## src/design/fmc_consts.svh

```systemverilog
`ifndef FMC_CONSTS_SVH
`define FMC_CONSTS_SVH

// control-register command codes
`define FMC_CMD_UNLOCK1     8'h73
`define FMC_CMD_UNLOCK2     8'h8c
`define FMC_CMD_PROTSEL     8'h5e
`define FMC_CMD_PAGE_ERASE  8'h95
`define FMC_CMD_MASS_ERASE  8'h63

// array organisation
`define FMC_PAGE_BYTES      512
`define FMC_PAGE_SHIFT      9
`define FMC_ROWS_PER_PAGE   8
`define FMC_ROW_BYTES       64
`define FMC_ROW_SHIFT       6
`define FMC_SECTORS         8
`define FMC_OPT_BYTES       2

// program memory ends per size variant, information area
`define FMC_END_4K          16'h0fff
`define FMC_END_2K          16'h07ff
`define FMC_END_1K          16'h03ff
`define FMC_PAGES_4K        4'h8
`define FMC_PAGES_2K        4'h4
`define FMC_PAGES_1K        4'h2
`define FMC_INFO_BASE       16'hfe00
`define FMC_INFO_END        16'hffff

// option byte 0 fields, programmed means zero
`define FMC_OPT_RP_BIT      7
`define FMC_OPT_WP_BIT      6
`define FMC_OPT_RESET       8'hff

// operation times in microseconds, and clock scale
`define FMC_PROG_US         40
`define FMC_PAGE_ERASE_US   10000
`define FMC_MASS_ERASE_US   200000
`define FMC_HZ_PER_KHZ      1000

`endif

```

## src/design/fmc_pkg.sv

```systemverilog
package fmc_pkg;

    typedef enum logic [8:0] {
        ST_OPT0     = 9'h001,
        ST_OPT1     = 9'h002,
        ST_OPT2     = 9'h004,
        ST_LOCKED   = 9'h008,
        ST_GOT73    = 9'h010,
        ST_GOT8C    = 9'h020,
        ST_UNLOCKED = 9'h040,
        ST_PROTSEL  = 9'h080,
        ST_BUSY     = 9'h100
    } fmc_state_t;

    typedef enum logic [1:0] {
        OP_PROG = 2'h0,
        OP_PAGE = 2'h1,
        OP_MASS = 2'h2
    } fmc_op_t;

    typedef enum logic [1:0] {
        SZ_4K = 2'h0,
        SZ_2K = 2'h1,
        SZ_1K = 2'h2
    } fmc_size_t;

endpackage : fmc_pkg

```

## src/design/fmc_op_timer.sv

```systemverilog
`timescale 1ns/1ps
`include "fmc_consts.svh"

module fmc_op_timer (
    input  wire logic        mclk,
    input  wire logic        rst_b,
    input  wire logic        start,
    input  wire logic [15:0] clockKhz,
    input  wire logic [17:0] durUs,
    output logic             done,
    output logic             running
);
    // duration in cycles is durUs*khz/1000; comparing acc, which gains 1000 per cycle, with durUs*khz
    // avoids a divider and rounds a least time upward
    logic [33:0] target_q, target_d;
    logic [34:0] acc_q, acc_d;
    logic        run_q, run_d;

    always_comb begin
        target_q_next : begin
            target_d = target_q;
            acc_d    = acc_q;
            run_d    = run_q;
            done     = 1'b0;
            if (start) begin
                target_d = 34'(durUs) * 34'(clockKhz);
                acc_d    = 35'(`FMC_HZ_PER_KHZ);
                run_d    = 1'b1;
            end else if (run_q) begin
                if (acc_q >= {1'b0, target_q}) begin
                    done  = 1'b1;
                    run_d = 1'b0;
                end else begin
                    acc_d = acc_q + 35'(`FMC_HZ_PER_KHZ);
                end
            end
        end
    end

    always_ff @(posedge mclk) begin
        if (!rst_b) begin
            target_q <= 34'h0;
            acc_q    <= 35'h0;
            run_q    <= 1'b0;
        end else begin
            target_q <= target_d;
            acc_q    <= acc_d;
            run_q    <= run_d;
        end
    end

    assign running = run_q;

endmodule : fmc_op_timer

```

## src/design/fmc_flash_ctrl.sv

```systemverilog
// Function
// - array is made of 512-byte pages; a page is the smallest erase
// - each page holds eight rows of 64 bytes
// - protection sectors are 512 bytes, one sector per page
// - lowest two program bytes hold the option bytes; only byte 0 is loaded after reset
// - program memory starts at zero; ends at 0fff, 07ff or 03ff by size
// - information area fe00 to ffff is readable, never programmed or erased
// - controller drives array strobes and timing for program, page and mass erase
// - write protection by active page, by sector and for whole memory
// - high and low frequency bytes form one 16-bit timing value
// - programmed read-protect option blocks debugger reads of user code
// - locked at reset; page, 73, 8c, same page unlocks; mismatch relocks
// - unlocked 95 erases page if inside program memory and not write-protected; else relock; lock after
// - debugger 63 erases whole array when unlocked; relock after
// - 73 then 5e aims next write at sector bits; bits only set
`timescale 1ns/1ps
`include "fmc_consts.svh"

module fmc_flash_ctrl #(
    parameter int unsigned PAGE_ERASE_US = `FMC_PAGE_ERASE_US,
    parameter int unsigned MASS_ERASE_US = `FMC_MASS_ERASE_US
) (
    input  wire logic              mclk,
    input  wire logic              rst_b,
    input  wire fmc_pkg::fmc_size_t memSize,
    input  wire logic              dbgMode,
    input  wire logic              ctlWr,
    input  wire logic              pageSelWr,
    input  wire logic              freqHiWr,
    input  wire logic              freqLoWr,
    input  wire logic [7:0]        wrData,
    input  wire logic              progReq,
    input  wire logic [15:0]       progAddr,
    input  wire logic [7:0]        progData,
    input  wire logic              dbgRdReq,
    input  wire logic [15:0]       dbgRdAddr,
    input  wire logic [7:0]        arrRdData,
    output logic                   progDeny,
    output logic                   dbgRdDeny,
    output logic [15:0]            flashAddr,
    output logic [7:0]             flashWdata,
    output logic                   flashRead,
    output logic                   flashProg,
    output logic                   flashPageErase,
    output logic                   flashMassErase,
    output logic                   cpuStall,
    output logic                   ctlLocked,
    output logic                   opDone,
    output logic [7:0]             sectorProtect,
    output logic [15:0]            flash_clock_khz,
    output logic                   read_protect_option
);
    import fmc_pkg::*;

    ////////////////////////////////////////////////////////////////////////////
    // decoding shared by program and erase checks

    function automatic logic [3:0] pagesOf(input fmc_size_t sz);
        unique case (sz)
            SZ_2K:   pagesOf = `FMC_PAGES_2K;
            SZ_1K:   pagesOf = `FMC_PAGES_1K;
            default: pagesOf = `FMC_PAGES_4K;
        endcase
    endfunction : pagesOf

    function automatic logic [15:0] endOf(input fmc_size_t sz);
        unique case (sz)
            SZ_2K:   endOf = `FMC_END_2K;
            SZ_1K:   endOf = `FMC_END_1K;
            default: endOf = `FMC_END_4K;
        endcase
    endfunction : endOf

    fmc_state_t  state_q, state_d;
    fmc_op_t     op_q, op_d;
    logic [6:0]  pageFirst_q, pageFirst_d;
    logic [6:0]  activePage_q, activePage_d;
    logic [7:0]  sectProt_q, sectProt_d;
    logic [15:0] khz_q, khz_d;
    logic [7:0]  opt0_q, opt0_d;
    logic [15:0] addr_q, addr_d;
    logic [7:0]  wdata_q, wdata_d;
    logic        prog_q, prog_d;
    logic        pErase_q, pErase_d;
    logic        mErase_q, mErase_d;
    logic        done_q, done_d;
    logic        tmrStart;
    logic        tmrDone;
    logic [17:0] tmrDur;
    logic        pageOk;
    logic        progOk;
    logic        wholeOk;

    ////////////////////////////////////////////////////////////////////////////
    // protection checks

    // whole memory: write-protect option, ignored from the debugger
    assign wholeOk = dbgMode || opt0_q[`FMC_OPT_WP_BIT];
    // sector index equals page index since sector and page are one size
    assign pageOk  = ({1'b0, activePage_q} < {4'h0, pagesOf(memSize)})
                     && !sectProt_q[activePage_q[2:0]] && wholeOk;
    assign progOk  = pageOk && (progAddr <= endOf(memSize))
                     && (progAddr < `FMC_INFO_BASE)
                     && (progAddr[15:`FMC_PAGE_SHIFT] == activePage_q);

    assign progDeny  = progReq && !(state_q == ST_UNLOCKED && progOk);
    // option byte bit programmed to zero means protected
    assign read_protect_option = !opt0_q[`FMC_OPT_RP_BIT];
    assign dbgRdDeny = dbgRdReq && dbgMode && read_protect_option
                       && (dbgRdAddr < `FMC_INFO_BASE);

    ////////////////////////////////////////////////////////////////////////////
    // sequencer

    always_comb begin
        state_d      = state_q;
        op_d         = op_q;
        pageFirst_d  = pageFirst_q;
        activePage_d = activePage_q;
        sectProt_d   = sectProt_q;
        khz_d        = khz_q;
        opt0_d       = opt0_q;
        addr_d       = addr_q;
        wdata_d      = wdata_q;
        prog_d       = prog_q;
        pErase_d     = pErase_q;
        mErase_d     = mErase_q;
        done_d       = 1'b0;
        tmrStart     = 1'b0;
        if (freqHiWr) khz_d[15:8] = wrData;
        if (freqLoWr) khz_d[7:0]  = wrData;
        unique case (state_q)
            ST_OPT0: begin
                addr_d  = 16'h0000;
                state_d = ST_OPT1;
            end
            ST_OPT1: begin
                // second option byte is not decoded here yet
                addr_d  = 16'h0001;
                opt0_d  = arrRdData;
                state_d = ST_OPT2;
            end
            ST_OPT2: begin
                state_d = ST_LOCKED;
            end
            ST_LOCKED: begin
                if (pageSelWr) pageFirst_d = wrData[6:0];
                if (ctlWr && wrData == `FMC_CMD_UNLOCK1) state_d = ST_GOT73;
            end
            ST_GOT73: begin
                if (ctlWr) begin
                    if (wrData == `FMC_CMD_UNLOCK2) state_d = ST_GOT8C;
                    else if (wrData == `FMC_CMD_PROTSEL) state_d = ST_PROTSEL;
                    else state_d = ST_LOCKED;
                end
            end
            ST_GOT8C: begin
                if (ctlWr) begin
                    state_d = ST_LOCKED;
                end else if (pageSelWr) begin
                    if (wrData[6:0] == pageFirst_q) begin
                        activePage_d = wrData[6:0];
                        state_d      = ST_UNLOCKED;
                    end else begin
                        state_d = ST_LOCKED;
                    end
                end
            end
            ST_PROTSEL: begin
                // sticky until reset: bits can be set, never cleared
                if (ctlWr) begin
                    sectProt_d = sectProt_q | wrData;
                    state_d    = ST_LOCKED;
                end
            end
            ST_UNLOCKED: begin
                if (ctlWr) begin
                    state_d = ST_LOCKED;
                    if (wrData == `FMC_CMD_PAGE_ERASE && pageOk) begin
                        addr_d   = {activePage_q, 3'h0, 6'h00}; // row 0, byte 0
                        pErase_d = 1'b1;
                        op_d     = OP_PAGE;
                        tmrStart = 1'b1;
                        state_d  = ST_BUSY;
                    end else if (wrData == `FMC_CMD_MASS_ERASE && dbgMode) begin
                        addr_d   = 16'h0000;
                        mErase_d = 1'b1;
                        op_d     = OP_MASS;
                        tmrStart = 1'b1;
                        state_d  = ST_BUSY;
                    end
                end else if (progReq && progOk) begin
                    addr_d   = progAddr;
                    wdata_d  = progData;
                    prog_d   = 1'b1;
                    op_d     = OP_PROG;
                    tmrStart = 1'b1;
                    state_d  = ST_BUSY;
                end
            end
            ST_BUSY: begin
                if (tmrDone) begin
                    prog_d   = 1'b0;
                    pErase_d = 1'b0;
                    mErase_d = 1'b0;
                    done_d   = 1'b1;
                    // page stays open after a byte, erases relock
                    state_d  = (op_q == OP_PROG) ? ST_UNLOCKED : ST_LOCKED;
                end
            end
        endcase
    end

    always_comb begin
        unique case (op_d)
            OP_PAGE: tmrDur = 18'(PAGE_ERASE_US);
            OP_MASS: tmrDur = 18'(MASS_ERASE_US);
            default: tmrDur = 18'(`FMC_PROG_US);
        endcase
    end

    // software must have loaded a valid khz value before starting
    fmc_op_timer u_timer (
        .mclk    (mclk),
        .rst_b   (rst_b),
        .start   (tmrStart),
        .clockKhz(khz_q),
        .durUs   (tmrDur),
        .done    (tmrDone),
        .running ()
    );

    always_ff @(posedge mclk) begin
        if (!rst_b) begin
            state_q      <= ST_OPT0;
            op_q         <= OP_PROG;
            pageFirst_q  <= 7'h00;
            activePage_q <= 7'h00;
            sectProt_q   <= 8'h00;
            khz_q        <= 16'h0000;
            opt0_q       <= `FMC_OPT_RESET;
            addr_q       <= 16'h0000;
            wdata_q      <= 8'hff;
            prog_q       <= 1'b0;
            pErase_q     <= 1'b0;
            mErase_q     <= 1'b0;
            done_q       <= 1'b0;
        end else begin
            state_q      <= state_d;
            op_q         <= op_d;
            pageFirst_q  <= pageFirst_d;
            activePage_q <= activePage_d;
            sectProt_q   <= sectProt_d;
            khz_q        <= khz_d;
            opt0_q       <= opt0_d;
            addr_q       <= addr_d;
            wdata_q      <= wdata_d;
            prog_q       <= prog_d;
            pErase_q     <= pErase_d;
            mErase_q     <= mErase_d;
            done_q       <= done_d;
        end
    end

    assign flashAddr       = addr_q;
    assign flashWdata      = wdata_q;
    assign flashRead       = state_q == ST_OPT0 || state_q == ST_OPT1;
    assign flashProg       = prog_q;
    assign flashPageErase  = pErase_q;
    assign flashMassErase  = mErase_q;
    assign cpuStall        = state_q == ST_BUSY;
    assign ctlLocked       = state_q != ST_UNLOCKED && state_q != ST_BUSY;
    assign opDone          = done_q;
    assign sectorProtect   = sectProt_q;
    assign flash_clock_khz = khz_q;

    ////////////////////////////////////////////////////////////////////////////
    // assertions

    a_reset_locked : assert property (@(posedge mclk)
        $rose(rst_b) |-> ##3 state_q == ST_LOCKED)
        else $error("controller not locked after option load");
    a_unlock_seq : assert property (@(posedge mclk) disable iff (!rst_b)
        state_q == ST_GOT8C && pageSelWr && !ctlWr && wrData[6:0] == pageFirst_q
        |=> state_q == ST_UNLOCKED)
        else $error("matching page did not unlock");
    a_page_mismatch : assert property (@(posedge mclk) disable iff (!rst_b)
        state_q == ST_GOT8C && pageSelWr && !ctlWr && wrData[6:0] != pageFirst_q
        |=> state_q == ST_LOCKED)
        else $error("page mismatch did not relock");
    a_erase_prot : assert property (@(posedge mclk) disable iff (!rst_b)
        $rose(pErase_q) |-> !sectProt_q[activePage_q[2:0]])
        else $error("protected sector erased");
    a_bad_cmd : assert property (@(posedge mclk) disable iff (!rst_b)
        state_q == ST_UNLOCKED && ctlWr && wrData != `FMC_CMD_PAGE_ERASE
        && wrData != `FMC_CMD_MASS_ERASE |=> state_q == ST_LOCKED)
        else $error("other command did not relock");
    a_mass_dbg : assert property (@(posedge mclk) disable iff (!rst_b)
        $rose(mErase_q) |-> $past(dbgMode))
        else $error("mass erase outside debug");
    a_erase_relock : assert property (@(posedge mclk) disable iff (!rst_b)
        (pErase_q || mErase_q) && tmrDone |=> state_q == ST_LOCKED && opDone)
        else $error("no relock after erase");
    a_sect_sticky : assert property (@(posedge mclk) disable iff (!rst_b)
        ($past(sectProt_q) & ~sectProt_q) == 8'h00)
        else $error("sector protect bit cleared");
    a_info_ro : assert property (@(posedge mclk) disable iff (!rst_b)
        $rose(prog_q) |-> addr_q < `FMC_INFO_BASE && addr_q <= endOf(memSize))
        else $error("program outside program memory");
    a_stall_busy : assert property (@(posedge mclk) disable iff (!rst_b)
        (prog_q || pErase_q || mErase_q) |-> cpuStall)
        else $error("processor not stalled during operation");
    a_rd_protect : assert property (@(posedge mclk) disable iff (!rst_b)
        dbgRdReq && dbgMode && !opt0_q[`FMC_OPT_RP_BIT] && dbgRdAddr < 16'h1000
        |-> dbgRdDeny)
        else $error("protected debugger read allowed");
    a_prog_page : assert property (@(posedge mclk) disable iff (!rst_b)
        $rose(prog_q) |-> addr_q[15:9] == activePage_q ##1 !ctlLocked [*1])
        else $error("program outside active page");

    c_unlock  : cover property (@(posedge mclk) disable iff (!rst_b)
        state_q == ST_GOT8C ##1 state_q == ST_UNLOCKED);
    c_page_er : cover property (@(posedge mclk) disable iff (!rst_b)
        $fell(pErase_q));
    c_prog    : cover property (@(posedge mclk) disable iff (!rst_b)
        $fell(prog_q) ##1 state_q == ST_UNLOCKED);
    c_protect : cover property (@(posedge mclk) disable iff (!rst_b)
        sectProt_q != $past(sectProt_q));

endmodule : fmc_flash_ctrl

```

## config.mk

```make
export PLATFORM = sky130hd
export DESIGN_NAME = fmc_flash_ctrl
export DESIGN_NICKNAME = d
export VERILOG_FILES = /design/src/design/fmc_pkg.sv /design/src/design/fmc_op_timer.sv /design/src/design/fmc_flash_ctrl.sv
export VERILOG_INCLUDE_DIRS = /design/src /design/src/design
export SDC_FILE = /design/constraint.sdc
export NUM_CORES = 1
export LEC_CHECK = 0
export BUFFER_PORTS_ARGS = -buffer_cell sky130_fd_sc_hd__clkbuf_2
export CAP_MARGIN = 20
export CORE_MARGIN = 2
export CORE_UTILIZATION = 35
export DETAILED_ROUTE_END_ITERATION = 12
export HOLD_SLACK_MARGIN = 0.03
export RECOVER_POWER = 25
export SLEW_MARGIN = 15
export SYNTH_ARGS = -nofsm -noshare
export SYNTH_HDL_FRONTEND = slang
export SYNTH_HIERARCHICAL = 1
export SYNTH_SLANG_ARGS = --single-unit
```

## constraint.sdc

```tcl
create_clock -name mclk -period 7.6 [get_ports mclk]
set_input_delay 0 -clock mclk [delete_from_list [all_inputs] [get_ports mclk]]
set_output_delay 0 -clock mclk [all_outputs]
set_load 0.02 [all_outputs]
```

* Yosys cells after proc, flatten, opt, wreduce, memory -nomap -nowiden
Cells that the tools add are included.
Storage, ports and cells: bits in registers 155, bits of input ports 67, output and inout port bits 58, word-level logic and storage cells 159
Cells by class: $add $sub $neg 1, multiply operators 1, order comparisons 6, equal/unequal tests 36, multiplexer cells 56, bitwise logic cells 4, reduce and logical (&&, ||, !) cells 37
Operators with widths (count):
- two-way mux 9 bit | 10
- one-hot mux 9 bit (9 select lines) | 1
- two-way mux 16 bit | 4
- one-hot mux 16 bit (3 select lines) | 1
- one-hot mux 18 bit (2 select lines) | 1
- adder 35 x 10 -> 35 bit, second input constant | 1
- >= comparator 35 x 34 -> 1 bit | 1
- multiplier 18 x 16 -> 34 bit | 1
- < comparator 16 bit, second input constant | 2
- two-way mux 10 bit | 3
- equality test 8 x 7 -> 1 bit, second input constant | 3
- one-hot mux 12 bit (2 select lines) | 1
- two-way mux 1 bit | 21
- equality test 8 bit, second input constant | 2
- <= comparator 16 bit | 1
- two-way mux 8 bit | 2
- logical AND 1 bit | 15
- equality test 7 bit | 2
- two-way mux 7 bit | 2
- inequality test 2 bit, second input constant | 7
- AND reduction 4 bit | 3
- two-way mux 2 bit | 5
- AND reduction 2 bit | 5
- equality test 9 x 1 -> 1 bit, second input constant | 1
- other kinds (32) | 46

* Logic depth before layout (Yosys ltp)
Gate-level depths: netlist (run 1).
depth in word-level cells 15, depth in mapped cells 35, depth with buffers taken out 33

* Modules after synthesis
Netlist (run 1), hierarchy kept.
By module, submodules not included:
- fmc_op_timer | times used 1, cells an instance 1507, area each 13028.7 µm², sequential area each 1341.3 µm²
- fmc_flash_ctrl | times used 1, cells an instance 438, area each 3866.2 µm², sequential area each 1581.5 µm²

* Worst setup path before layout (run 1)
OpenSTA, ideal clock, no wires.
kind register to register, start register activePage_q[2], end register u_timer.target_q[32], setup time 0.101 ns, arrival time 8.285 ns, data required time 7.499 ns, setup slack -0.786 ns, cell stages (with the launch flop) 30, path buffers 1, clock period less this slack 8.386 ns, path through dfxtp_1 ha_1 or3b_1 a2111o_1 or2_4 o21ai_1 a21boi_1 or2_1 ha_1 inv_1 clkbuf_1 nand2_1 fa_1 fa_1 fa_1 fa_1 inv_1 fa_1 inv_1 fa_1 inv_1 ha_1 a21oi_1 nor2_1 a211oi_1 a31oi_1 a2111oi_1 o21ai_0 nor2b_1 o41ai_1
Between the ends: longest elaborated chain between the ends 15, elaborated cells between the ends (all ways) 24, classes of those cells 1 x mul; 1 x order compare; 3 x eq/ne; 11 x mux; 8 x reduce/logical
Ends and longest elaborated chain:
- from (decl) | RTL line fmc_flash_ctrl.sv:77 | logic [6:0] activePage_q, activePage_d;
- from (signal assigned) | RTL line fmc_flash_ctrl.sv:252 | activePage_q <= activePage_d;
- parallel branches: the longest is 10 deep, another holds < comparator 7 x 4 -> 1 bit
- two-way mux 2 bit * | RTL line fmc_flash_ctrl.sv:177 | if (ctlWr) begin
- two-way mux 2 bit * | RTL line fmc_flash_ctrl.sv:132 | unique case (state_q)
- equality test 2 bit or equality test 2 x 1 -> 1 bit (tied branches) | RTL line fmc_flash_ctrl.sv:215 | unique case (op_d)
- one-hot mux 18 bit (2 select lines) * | RTL line fmc_flash_ctrl.sv:215
- via tmrDur[3] | RTL line fmc_flash_ctrl.sv:89 | logic [17:0] tmrDur;
- multiplier 18 x 16 -> 34 bit * | RTL line fmc_op_timer.sv:26 | target_d = 34'(durUs) * 34'(clockKhz);
- to (signal assigned) | RTL line fmc_op_timer.sv:46 | target_q <= target_d;
- to (decl) | RTL line fmc_op_timer.sv:15 | logic [33:0] target_q, target_d;
Mark *: on every way through the listed nets, which the timed path passes. The select of a mux whose other input is x is not followed. A chain may end at the register's enable or synchronous reset.

* Worst setup path in the final report (run 1)
start register activePage_q[1], end register u_timer.target_q[33]
Same word-level chain as after synthesis.

==> results of run 1 <==
-- flip-flops by register name, indices dropped and copies added (netlist names), 2 cells and up --
name              count
u_timer/target_q     34
u_timer/acc_q        32
flashAddr            16
flash_clock_khz      16
state_q               9
flashWdata            8
sectorProtect         8
activePage_q          7
pageFirst_q           7
op_q                  2
opt0_q                2
-- area by class of cell --
class / count / area (um^2) / share of cell area [%]
sequential: 146 / 2930 / 13.9
inverter: 304 / 1150 / 5.46
antenna: 1 / 2.50 / 0.0119
timing repair buffer: 315 / 2280 / 10.8
tap: 615 / 769 / 3.66
clock buffer: 17 / 425 / 2.02
clock inverter: 14 / 135 / 0.642
multi-input combinational: 1453 / 13400 / 63.5
-- per-layer routing --
layer  up-vias  track usage, %  wire length [um]
met4         0            4.69               947
met3        65            1.95              1330
met1      7104            25.3             20900
met2       256            32.2             22600
li1       6840               -                 -
met5         -               0                 0
-- cells in the final DEF, fill, tap and decap left out, types with 11 or more instances in the layout --
master and n:
sky130_fd_sc_hd__ha_4 18, sky130_fd_sc_hd__or4_1 12, sky130_fd_sc_hd__fa_1 210, sky130_fd_sc_hd__dlygate4sd3_1 36, sky130_fd_sc_hd__xor2_1 11, sky130_fd_sc_hd__inv_2 31
sky130_fd_sc_hd__buf_4 140, sky130_fd_sc_hd__and3_1 12, sky130_fd_sc_hd__inv_1 271, sky130_fd_sc_hd__mux2i_1 64, sky130_fd_sc_hd__xnor2_1 25, sky130_fd_sc_hd__and2_1 121
sky130_fd_sc_hd__clkbuf_1 41, sky130_fd_sc_hd__nor2_1 99, sky130_fd_sc_hd__a211oi_1 14, sky130_fd_sc_hd__ha_1 125, sky130_fd_sc_hd__conb_1 49, sky130_fd_sc_hd__nor3_1 14
sky130_fd_sc_hd__clkbuf_16 17, sky130_fd_sc_hd__and2_4 12, sky130_fd_sc_hd__o21ai_0 23, sky130_fd_sc_hd__fa_2 12, sky130_fd_sc_hd__a21oi_1 69, sky130_fd_sc_hd__or3_1 16
sky130_fd_sc_hd__clkbuf_2 71, sky130_fd_sc_hd__nand4_1 27, sky130_fd_sc_hd__nor2b_1 14, sky130_fd_sc_hd__a21o_1 27, sky130_fd_sc_hd__buf_6 19, sky130_fd_sc_hd__nand2_1 242
sky130_fd_sc_hd__nand3_1 24, sky130_fd_sc_hd__dfxtp_1 144
-- synthesized netlist by cell type, types with 6 or more instances --
master | instances | share of area [%]
sky130_fd_sc_hd__inv_1 | 303 | 6.7
sky130_fd_sc_hd__nand2_1 | 255 | 5.7
sky130_fd_sc_hd__fa_1 | 222 | 26
sky130_fd_sc_hd__dfxtp_1 | 146 | 17
sky130_fd_sc_hd__ha_1 | 146 | 11
sky130_fd_sc_hd__and2_1 | 132 | 4.9
sky130_fd_sc_hd__nor2_1 | 103 | 2.3
sky130_fd_sc_hd__a21oi_1 | 80 | 2.4
sky130_fd_sc_hd__clkbuf_1 | 75 | 1.7
sky130_fd_sc_hd__mux2i_1 | 64 | 3.8
sky130_fd_sc_hd__xnor2_1 | 29 | 1.5
sky130_fd_sc_hd__o21ai_0 | 28 | 0.83
sky130_fd_sc_hd__a21o_1 | 27 | 1.2
sky130_fd_sc_hd__nand4_1 | 27 | 1.0
sky130_fd_sc_hd__nand3_1 | 24 | 0.71
sky130_fd_sc_hd__a211oi_1 | 16 | 0.71
sky130_fd_sc_hd__or3_1 | 16 | 0.59
sky130_fd_sc_hd__nor3_1 | 15 | 0.44
sky130_fd_sc_hd__nor2b_1 | 14 | 0.52
sky130_fd_sc_hd__and3_1 | 13 | 0.48
sky130_fd_sc_hd__o31ai_1 | 12 | 0.53
sky130_fd_sc_hd__or4_1 | 12 | 0.53
sky130_fd_sc_hd__xor2_1 | 12 | 0.62
sky130_fd_sc_hd__a31oi_1 | 10 | 0.37
sky130_fd_sc_hd__buf_1 | 8 | 0.18
sky130_fd_sc_hd__nor4_1 | 7 | 0.26
sky130_fd_sc_hd__o21a_1 | 7 | 0.31
sky130_fd_sc_hd__o21ai_1 | 7 | 0.21
sky130_fd_sc_hd__o21bai_1 | 7 | 0.31
sky130_fd_sc_hd__o41ai_1 | 7 | 0.36
sky130_fd_sc_hd__nand2b_1 | 6 | 0.22
sky130_fd_sc_hd__nor3b_1 | 6 | 0.27
sky130_fd_sc_hd__o211ai_1 | 6 | 0.27
sky130_fd_sc_hd__o22ai_1 | 6 | 0.22
-- worst paths after layout --
check | from | to | depth (start not counted)
setup reg to reg | activePage_q[1]$_SDFFE_PN0P_ | u_timer/target_q[33]$_SDFFE_PN0P_ | 28
setup / recovery | activePage_q[1]$_SDFFE_PN0P_ | u_timer/target_q[33]$_SDFFE_PN0P_ | 28
hold reg to reg | flashAddr[6]$_SDFFE_PN0P_ | flashAddr[6]$_SDFFE_PN0P_ | 2
hold / removal | rst_b | flashWdata[4]$_SDFFE_PN1P_ | 3
-- where the power goes --
group / internal (mW) / switching, mW / leakage [nW] / total, mW
logic: 0.458 / 0.550 / 8.33 / 1.01
clock network: 0.436 / 0.386 / 0.282 / 0.822
registers: 0.773 / 0.0305 / 1.18 / 0.804
total: 1.67 / 0.966 / 9.79 / 2.63
-- timing repair --
item / CTS / global route
buffers inserted: 17 / 12
gates resized for setup: 41 / 105
setup endpoints to repair: 20 / 22
cloned: 0 / 1
hold buffers: 36 / 0
pin swaps: 48 / 86
endpoints found under the hold margin: 45 / 0
-- cell families (layout without fill, tap and decap cells) --
family	Yosys count	count (layout)	share of synthesized area [%]
xor gates and xnor gates	41	41	2.13
DFF	146	146	17.3
and+or+nand+nor	667	667	19.9
buffers and inverters	394	650	8.98
AOI/OAI and AO/OA	259	259	10.3
other	1	50	0.0222
adders and majority gates	368	368	37.1
muxes	69	69	4.26
-- stage by stage --
| step | setup TNS [ns] | power (mW) |
|---|---|---|
| 2_1_floorplan | -0.149 | 1.40 |
| 3_3_place_gp | -4.91 | 1.68 |
| 3_5_place_dp | -6.15 | 1.68 |
| 4_1_cts | -2.55 | 2.56 |
| 5_1_grt | -7.26 | 2.79 |
| 6_report | -3.29 | 2.63 |
-- worst register-to-register path: cells and delay by family (launching register included) --
kind / cells / cell delay, ns
AOI/OAI and AO/OA: 9 / 2.08
adders and majority gates: 8 / 3.72
DFF: 1 / 0.38
buffers and inverters: 6 / 0.51
and+or+nand+nor: 5 / 1.14
==> impl_metrics.tcl, run 1 <==
set metrics [dict create \
    run_status "complete, but fails checks" \
    violations_in_the_final_reports "negative setup slack" \
    report.final.slew_viol_count 0 \
    portion_of_the_clock_cycle_consumed_by_the_worst_path_in_the_final_layout_pct 104 \
    synthesis.area_um2 16900 \
    reg2reg_setup_slack_ns -0.32 \
    grt-ovfl-total 0 \
    design.die.area_um2 50000 \
    grt_setup_unrepaired "true" \
    yosysWarnings 6 \
    synth_top_flop_cell "sky130_fd_sc_hd__dfxtp_1" \
    antenna_violations_before_repair 0 \
    placedInstanceArea_um2 19400 \
    timing.slew.headroom_pct 29.6 \
    worst_slew_pin_slew_ns 1.04 \
    min_path_type "input port to flip-flop" \
    first_global_vias 14900 \
    drc 0 \
    final_cell_area_um2 21000 \
    arrival_ns 8.24 \
    global_route.usage.total_pct 18.7 \
    hold_viol 0 \
    critical_path_class "flip-flop to flip-flop" \
    crit_buf_inv 6 \
    ios 125 \
    irDropWorstVdd_mv 0.153 \
    setup_violations 15 \
    fill_cells 4648 \
    drv_cap 0 \
    final_net_count 2672 \
    route.vias.total 14300 \
    holdWs_ns 0.0437 \
    detailed_router_iteration_count_before_antenna_repair 6 \
    edff_count_synth 0 \
    grt_first_pass_wirelength_um 76700 \
    yosys_register_bits 146 \
    synth.avg_cell_area_um2 8.69 \
    crit_path_end_kind "flip-flop" \
    die-height_um 224 \
    sequential_fraction_of_the_synthesis_area_pct 17.3 \
    worst_ep_required_time_ns 7.91 \
    root_buffer "sky130_fd_sc_hd__clkbuf_16" \
    cts-root-to-sink-buffers 2 \
    timing.critical_path.slowest_stage_cell "sky130_fd_sc_hd__fa_1" \
    clock_transition_at_the_register_clock_pins_on_the_worst_setup_and_hold_paths_after_cts_ns 0.07 \
    starting_utilization_of_the_core_area_pct 35.5 \
    post_synth_inst_count 1945 \
    fmax_mhz 126 \
    cellPowerDensity_nw_per_um2 125 \
    worst_path_max_fanout 13 \
    port-buffer-count 109 \
    clock_skew_ns 0.0186 \
    cts_num_sinks 146 \
    dp_worst_setup_slack_ns -0.565 \
    synth.distinct_cells 90 \
    drt_iter0_markers 746 \
    largest_net_degree_at_the_start_of_global_routing 54 \
    final_core_util_pct 44.2 \
    ys_async_sr_fraction_pct 0 \
    standard_cell_rows 80 \
    core-area_um2 47600 \
    htree_levels 4 \
    post_route_cells_drive_above_1_share_pct 19.0 \
    ant_nets 0 \
    number_of_buffers_created_by_cts 17 \
    critPathTopFamily "adder cells" \
    layout_setup_ws_ns -0.324 \
    slowest_delay_ns 0.57 \
    dp_hpwl_um 35100 \
    gpl.final_weighted_congestion 0.848 \
    placed_cells 2767 \
    tritoncts_clock_tree "built" \
    floorplan.die.width_um 224 \
    via_count_normalized_by_instance_count 4.98 \
    clk_latency_ns 0.43 \
    cell_count_final_fillers_out 2865 \
    drt-wirelength-per-cell_um 16.0 \
    worst_path_most_repeated_cell "sky130_fd_sc_hd__fa_1" \
    flow.area_growth_from_synthesis_pct 24.6 \
    startpoint_type "flip-flop" \
    routed_wirelength_um 45800 \
    leakagePower_nw 9.79 \
    final.min_clock_period_ns 7.92 \
]
Power figures use the tool's default switching activity.
==> run 2: changes to the inputs <==
--- a/config.mk
+++ b/config.mk
@@ -9,7 +9,7 @@
 export BUFFER_PORTS_ARGS = -buffer_cell sky130_fd_sc_hd__clkbuf_2
 export CAP_MARGIN = 20
 export CORE_MARGIN = 2
-export CORE_UTILIZATION = 35
+export CORE_UTILIZATION = 40
 export DETAILED_ROUTE_END_ITERATION = 12
 export HOLD_SLACK_MARGIN = 0.03
 export RECOVER_POWER = 25
==> impl_metrics.tcl, run 2 (synthesis gave the netlist of run 1 again) <==
set metrics [dict create \
    fmax_mhz 125 \
    core-area_um2 41900 \
    slowest_delay_ns 0.57 \
    ios 125 \
    most-common-layout-cells "sky130_fd_sc_hd__inv_1, sky130_fd_sc_hd__nand2_1, sky130_fd_sc_hd__fa_1, sky130_fd_sc_hd__buf_4, sky130_fd_sc_hd__dfxtp_1" \
    routed_wirelength_um 45200 \
    startpoint_type "flip-flop" \
    final.min_clock_period_ns 7.98 \
    portion_of_the_clock_cycle_consumed_by_the_worst_path_in_the_final_layout_pct 105 \
    worst_r2r_startpoint "activePage_q[2]$_SDFFE_PN0P_" \
    placedInstanceArea_um2 19300 \
    floorplan.die.width_um 210 \
    tritoncts_clock_tree "built" \
    htree_levels 4 \
    worst_path_max_fanout 11 \
    detailed_router_iteration_count_before_antenna_repair 5 \
    worstRegToRegCells 29 \
    worst_slew_pin_slew_ns 2.02 \
    reg_top3 "u_timer/target_q: 34 flops, u_timer/acc_q: 32 flops" \
    ff_latch_area_um2 2930 \
    final_core_util_pct 49.8 \
    drv_cap 1 \
    hold_viol 0 \
    run_status "complete, but fails checks" \
    layout_commonest_cell "sky130_fd_sc_hd__inv_1" \
    port-buffer-count 109 \
    drt_iter0_markers 718 \
    flow.area_growth_from_synthesis_pct 23.3 \
    grt_setup_unrepaired "true" \
    multi_input_comb_area_um2 13300 \
    report.final.slew_viol_count 43 \
    n_antenna_cell 0 \
    hold_end "pageFirst_q[1]$_SDFFE_PN0P_" \
    min_path_cells 4 \
    global_route.usage.total_pct 21.5 \
    reg2reg_setup_slack_ns -0.38 \
    top_register "u_timer/target_q" \
    critPathTopFamily "adder cells" \
    regToRegEndpoint "u_timer/target_q[32]$_SDFFE_PN0P_" \
    drc 0 \
    total_power_mw 2.66 \
    largest_net_degree_at_the_start_of_global_routing 48 \
    crit_buf_inv 7 \
    starting_utilization_of_the_core_area_pct 40.4 \
    clock_skew_ns 0.0156 \
    number_of_buffers_created_by_cts 17 \
    critical_path_class "flip-flop to flip-flop" \
    clock_transition_at_the_register_clock_pins_on_the_worst_setup_and_hold_paths_after_cts_ns 0.07 \
    grt_util_met1_pct 28.6 \
    cellPowerDensity_nw_per_um2 128 \
    gpl.final_weighted_congestion 0.830 \
    cts_num_sinks 146 \
    layout_setup_ws_ns -0.380 \
    root_buffer "sky130_fd_sc_hd__clkbuf_16" \
    timing.critical_path.slowest_stage_cell "sky130_fd_sc_hd__fa_1" \
    cell_count_final_fillers_out 2789 \
    grt_most_used_layer "met2" \
    first_global_vias 14800 \
    route.vias.total 14200 \
    leakagePower_nw 9.82 \
    setup_violations 17 \
    min_path_type "input port to flip-flop" \
    post_route_cells_drive_above_1_share_pct 18.6 \
    crit_path_end_kind "flip-flop" \
    irDropWorstVdd_mv 0.142 \
    drt-wirelength-per-cell_um 16.2 \
    die-height_um 210 \
    via_count_normalized_by_instance_count 5.07 \
    arrival_ns 8.32 \
    ant_nets 0 \
    grt_first_pass_wirelength_um 75800 \
    grt-ovfl-total 0 \
    grt.met2_usage_pct 37.0 \
    fill_cells 3935 \
    violations_in_the_final_reports "max-capacitance violations, max-slew violations, negative setup slack" \
    antenna_violations_before_repair 0 \
    worst_path_most_repeated_cell "sky130_fd_sc_hd__fa_1" \
    final_net_count 2672 \
    worstHoldStart "wrData[1]" \
    final_tns_setup_ns -4.11 \
    final_cell_area_um2 20800 \
    cts-root-to-sink-buffers 2 \
    placed_cells 2699 \
    largest_register_ffs 34 \
    timing.slew.headroom_pct -34.7 \
    dp_hpwl_um 35200 \
    groute.layer.met3.usage_pct 2.51 \
    standard_cell_rows 75 \
    clk_latency_ns 0.45 \
    worst_ep_required_time_ns 7.94 \
    design.die.area_um2 43900 \
]
## run 2: cell count changes in the layout (fill, tap and decap cells not counted), sizes merged
| cell | change |
|---|---|
| buf | +8 |
| dlygate4sd3 | -8 |
| inv | -4 |
| bufinv | +2 |
| clkinv | +1 |
| clkinvlp | +2 |
| diode | -1 |
## run 2: worst max-delay path by stage
stage | start | endpoint | slack, ns | cells after the start
floorplan | activePage_q[2]$_SDFFE_PN0P_ | u_timer/target_q[32]$_SDFFE_PN0P_ | -0.10 | 29
global placement | activePage_q[1]$_SDFFE_PN0P_ | u_timer/target_q[30]$_SDFFE_PN0P_ | -0.41 | 29
detailed placement | activePage_q[1]$_SDFFE_PN0P_ | u_timer/target_q[32]$_SDFFE_PN0P_ | -0.56 | 29
CTS | activePage_q[2]$_SDFFE_PN0P_ | u_timer/target_q[32]$_SDFFE_PN0P_ | -0.24 | 30
global route | activePage_q[2]$_SDFFE_PN0P_ | u_timer/target_q[32]$_SDFFE_PN0P_ | -0.65 | 29
finish | activePage_q[2]$_SDFFE_PN0P_ | u_timer/target_q[32]$_SDFFE_PN0P_ | -0.38 | 29
## run 2: timing repair
action | in CTS | in global routing
pin swaps | 48 | 72
hold buffers | 28 | 0
setup endpoints to repair | 19 | 22
buffers inserted | 17 | 12
gates cloned | 1 | 1
resized for setup | 65 | 50
hold endpoints to repair | 46 | 0
## run 2: per-stage QoR
step           worst slack (ns)  hold slack (ns)
5_1_grt                  -0.652           0.0757
3_5_place_dp             -0.563            0.226
6_report                 -0.380           0.0590
3_3_place_gp             -0.413            0.214
4_1_cts                  -0.243           0.0319
2_1_floorplan            -0.100            0.128
## run 2: where the power goes
| part | internal, mW | leakage [nW] | switching (mW) | total (mW) |
|---|---|---|---|---|
| sequential | 0.773 | 1.18 | 0.0303 | 0.804 |
| clock | 0.494 | 0.287 | 0.374 | 0.869 |
| combinational | 0.449 | 8.35 | 0.542 | 0.991 |
## run 2: tightest hold or removal path, stage by stage
cell and delay, ns:
sky130_fd_sc_hd__clkbuf_2 0.14, sky130_fd_sc_hd__buf_4 0.19, sky130_fd_sc_hd__nand3_1 0.07, sky130_fd_sc_hd__a21oi_1 0.06
## run 2: routing by layer
| layer | wire length [um] | up-vias |
|---|---|---|
| met5 | 0 | - |
| met4 | 968 | 0 |
| met3 | 1590 | 57 |
| met2 | 22200 | 280 |
| met1 | 20400 | 6960 |
| li1 | - | 6856 |
## run 2: final cells by class
class	instances	area share [%]
timing repair buffer	314	10.6
clock inverter	14	0.793
sequential	146	14.1
clock buffer	18	2.06
multi-input combinational	1453	63.7
timing repair inverter	1	0.0781
inverter	304	5.51
tap	539	3.24
==> run 3: changes to the inputs <==
--- a/config.mk
+++ b/config.mk
@@ -6,6 +6,7 @@
 export SDC_FILE = /design/constraint.sdc
 export NUM_CORES = 1
 export LEC_CHECK = 0
+export ABC_AREA = 1
 export BUFFER_PORTS_ARGS = -buffer_cell sky130_fd_sc_hd__clkbuf_2
 export CAP_MARGIN = 20
 export CORE_MARGIN = 2
@@ -16,5 +17,4 @@
 export SLEW_MARGIN = 15
 export SYNTH_ARGS = -nofsm -noshare
 export SYNTH_HDL_FRONTEND = slang
-export SYNTH_HIERARCHICAL = 1
 export SYNTH_SLANG_ARGS = --single-unit
==> impl_metrics.tcl, run 3 <==
set metrics [dict create \
    run_status "complete, but fails checks" \
    violations_in_the_final_reports "max-capacitance violations, max-slew violations" \
    yosysWarnings 0 \
    most-common-layout-cells "sky130_fd_sc_hd__inv_1, sky130_fd_sc_hd__nand2_1, sky130_fd_sc_hd__ha_1, sky130_fd_sc_hd__dfxtp_1, sky130_fd_sc_hd__a21oi_1" \
    final_cell_area_um2 16100 \
    dp_hpwl_um 30000 \
    core-area_um2 34500 \
    gpl.final_weighted_congestion 0.929 \
    arrival_ns 7.60 \
    drt-wirelength-per-cell_um 15.0 \
    via_count_normalized_by_instance_count 4.94 \
    layout_setup_ws_ns 0.364 \
    hold_viol 0 \
    cellPowerDensity_nw_per_um2 123 \
    report.final.slew_viol_count 57 \
    final_core_util_pct 46.8 \
    post_synth_inst_count 1869 \
    floorplan.die.width_um 191 \
    critical_path_class "flip-flop to flip-flop" \
    worst_path_most_repeated_cell "sky130_fd_sc_hd__inv_1" \
    fill_cells 3437 \
    worstRegToRegCells 37 \
    design.die.area_um2 36500 \
    cts_num_sinks 143 \
    grt-ovfl-total 0 \
    edff_count_synth 0 \
    drt_iter0_markers 782 \
    leakagePower_nw 8.50 \
    synthesis.area_um2 14000 \
    timing.slew.headroom_pct -54.1 \
    grt_first_pass_wirelength_um 60500 \
    synthTopCellsByCount "sky130_fd_sc_hd__inv_1, sky130_fd_sc_hd__nand2_1, sky130_fd_sc_hd__ha_1" \
    groute.layer.met3.usage_pct 3.10 \
    routed_wirelength_um 37300 \
    port-buffer-count 109 \
    final_net_count 2390 \
    n_antenna_cell 0 \
    sequential_fraction_of_the_synthesis_area_pct 20.5 \
    die-height_um 191 \
    synth_top_flop_cell "sky130_fd_sc_hd__dfxtp_1" \
    ys_async_sr_fraction_pct 0 \
    clk_latency_ns 0.44 \
    timing.critical_path.slowest_stage_cell "sky130_fd_sc_hd__fa_1" \
    flow.area_growth_from_synthesis_pct 15.4 \
    worst_path_max_fanout 13 \
    setup_violations 0 \
    starting_utilization_of_the_core_area_pct 40.6 \
    final_tns_setup_ns 0 \
    clock_transition_at_the_register_clock_pins_on_the_worst_setup_and_hold_paths_after_cts_ns 0.06 \
    number_of_buffers_created_by_cts 17 \
    detailed_router_iteration_count_before_antenna_repair 6 \
    grt.met2_usage_pct 33.7 \
    clock_skew_ns 0.00854 \
    ff_latch_area_um2 2870 \
    fmax_mhz 138 \
    synth_nets 2239 \
    layout_commonest_cell "sky130_fd_sc_hd__inv_1" \
    ios 125 \
    drv_cap 1 \
    post_route_cells_drive_above_1_share_pct 9.89 \
    grt_util_met1_pct 29.6 \
    drc 0 \
    route.vias.total 12300 \
    yosys.cell_count.top_type "sky130_fd_sc_hd__inv_1" \
    multi_input_comb_area_um2 9400 \
    largest_register_ffs 32 \
    top_area_cells_in_the_synthesized_netlist "sky130_fd_sc_hd__dfxtp_1, sky130_fd_sc_hd__ha_1, sky130_fd_sc_hd__fa_1" \
    final.min_clock_period_ns 7.24 \
    placedInstanceArea_um2 15100 \
    min_path_type "input port to flip-flop" \
    reg_top3 "u_timer.acc_q: 32 flops, u_timer.target_q: 31 flops" \
    worst_slew_pin_slew_ns 2.31 \
    global_route.usage.total_pct 20.9 \
    synth.avg_cell_area_um2 7.48 \
    worst_ep_required_time_ns 7.96 \
    tritoncts_clock_tree "built" \
    cts-root-to-sink-buffers 2 \
    yosys_register_bits 143 \
    startpoint_type "flip-flop" \
    first_global_vias 12000 \
    root_buffer "sky130_fd_sc_hd__clkbuf_16" \
    slowest_delay_ns 0.55 \
    top_register "u_timer.acc_q" \
    ant_nets 0 \
    portion_of_the_clock_cycle_consumed_by_the_worst_path_in_the_final_layout_pct 95.2 \
    synth_area_leader_cell "sky130_fd_sc_hd__dfxtp_1" \
    standard_cell_rows 68 \
    synth.distinct_cells 52 \
    grt_most_used_layer "met2" \
    min_path_cells 3 \
    largest_net_degree_at_the_start_of_global_routing 57 \
    yosys.area.top_type_share_pct 20.5 \
    htree_levels 4 \
    antenna_violations_before_repair 0 \
    irDropWorstVdd_mv 0.148 \
    dp_worst_setup_slack_ns -0.0107 \
    crit_path_end_kind "flip-flop" \
]
==> run 3: changes by cell type in the layout (fill, tap and decap cells not counted), moves of 55 or more <==
cell / before / now
sky130_fd_sc_hd__o21ai_0: 24 / 91
sky130_fd_sc_hd__a21oi_1: 69 / 139
sky130_fd_sc_hd__nand2_1: 247 / 313
sky130_fd_sc_hd__fa_1: 209 / 116
sky130_fd_sc_hd__nand3_1: 24 / 83
sky130_fd_sc_hd__mux2i_1: 64 / 0
sky130_fd_sc_hd__buf_4: 160 / 30
sky130_fd_sc_hd__inv_1: 280 / 407
sky130_fd_sc_hd__ha_1: 128 / 183
sky130_fd_sc_hd__and2_1: 124 / 1
==> run 3: critical path, delay by kind of cell, from the launching register on <==
| family | cells | cell delay, ns |
|---|---|---|
| adder cells (fa/ha/maj) | 9 | 3.96 |
| flip-flops | 1 | 0.31 |
| buffers and inverters | 10 | 0.79 |
| AO/OA/AOI/OAI | 5 | 0.78 |
| AND/OR/NAND/NOR | 13 | 1.32 |
==> run 3: stage by stage <==
step | hold WS (ns) | power [mW] | std cells
6_report | 0.0789 | 1.98 | 2487
3_5_place_dp | 0.207 | 1.09 | 2418
2_1_floorplan | 0.113 | 0.993 | 1869
4_1_cts | 0.0484 | 1.99 | 2480
5_1_grt | 0.0919 | 2.06 | 2487
3_3_place_gp | 0.204 | 1.08 | 2418
==> run 3: final timing paths <==
check | to | startpoint | slack, ns
worst min register to register | flashAddr[13]$_SDFFE_PN0P_ | flashAddr[13]$_SDFFE_PN0P_ | 0.44
worst max-delay path | u_timer.target_q[30]$_SDFFE_PN0P_ | activePage_q[2]$_SDFFE_PN0P_ | 0.36
worst min-delay path | flashProg$_SDFFE_PN0P_ | progReq | 0.08
worst max register to register | u_timer.target_q[30]$_SDFFE_PN0P_ | activePage_q[2]$_SDFFE_PN0P_ | 0.36
==> run 3: report_power, final <==
group	total [mW]	internal [mW]	switching, mW
logic	0.301	0.110	0.192
registers	0.785	0.767	0.0180
clock network	0.893	0.549	0.344
==> run 3: cells by family (layout without fill, tap and decap cells) <==
logic type,after synthesis,after routing,synth area share (%)
AND/OR/NAND/NOR,652,652,20.5
adder cells (fa/ha/maj),303,303,33.3
AO/OA/AOI/OAI,279,279,10.7
buffers and inverters,461,624,13.0
flip-flops,143,143,20.5
XOR/XNOR,31,31,1.94
==> run 3: timing repair <==
action	4_1_cts	5_1_grt
endpoints found under the hold margin	55	0
setup endpoints to repair	0	18
resized for setup	0	35
setup buffers	0	6
hold buffers	31	0
==> run 3: metal layers <==
| layer | wire length [um] | share of wire, % | vias up |
|---|---|---|---|
| li1 | - | - | 6201 |
| met1 | 18400 | 49 | 5794 |
| met2 | 17000 | 45 | 256 |
| met3 | 1480 | 4.0 | 44 |
| met4 | 527 | 1.4 | 0 |
| met5 | 0 | 0 | - |
==> run 3: final cells by class <==
| cell class | count | share of cell area [%] |
|---|---|---|
| multi-input cells | 1265 | 58.3 |
| inverters | 419 | 9.77 |
| clock inverters | 9 | 0.822 |
| flip-flops and latches | 143 | 17.8 |
| well taps | 455 | 3.53 |
| repair buffers | 174 | 6.82 |
| clock buffers | 22 | 3.00 |
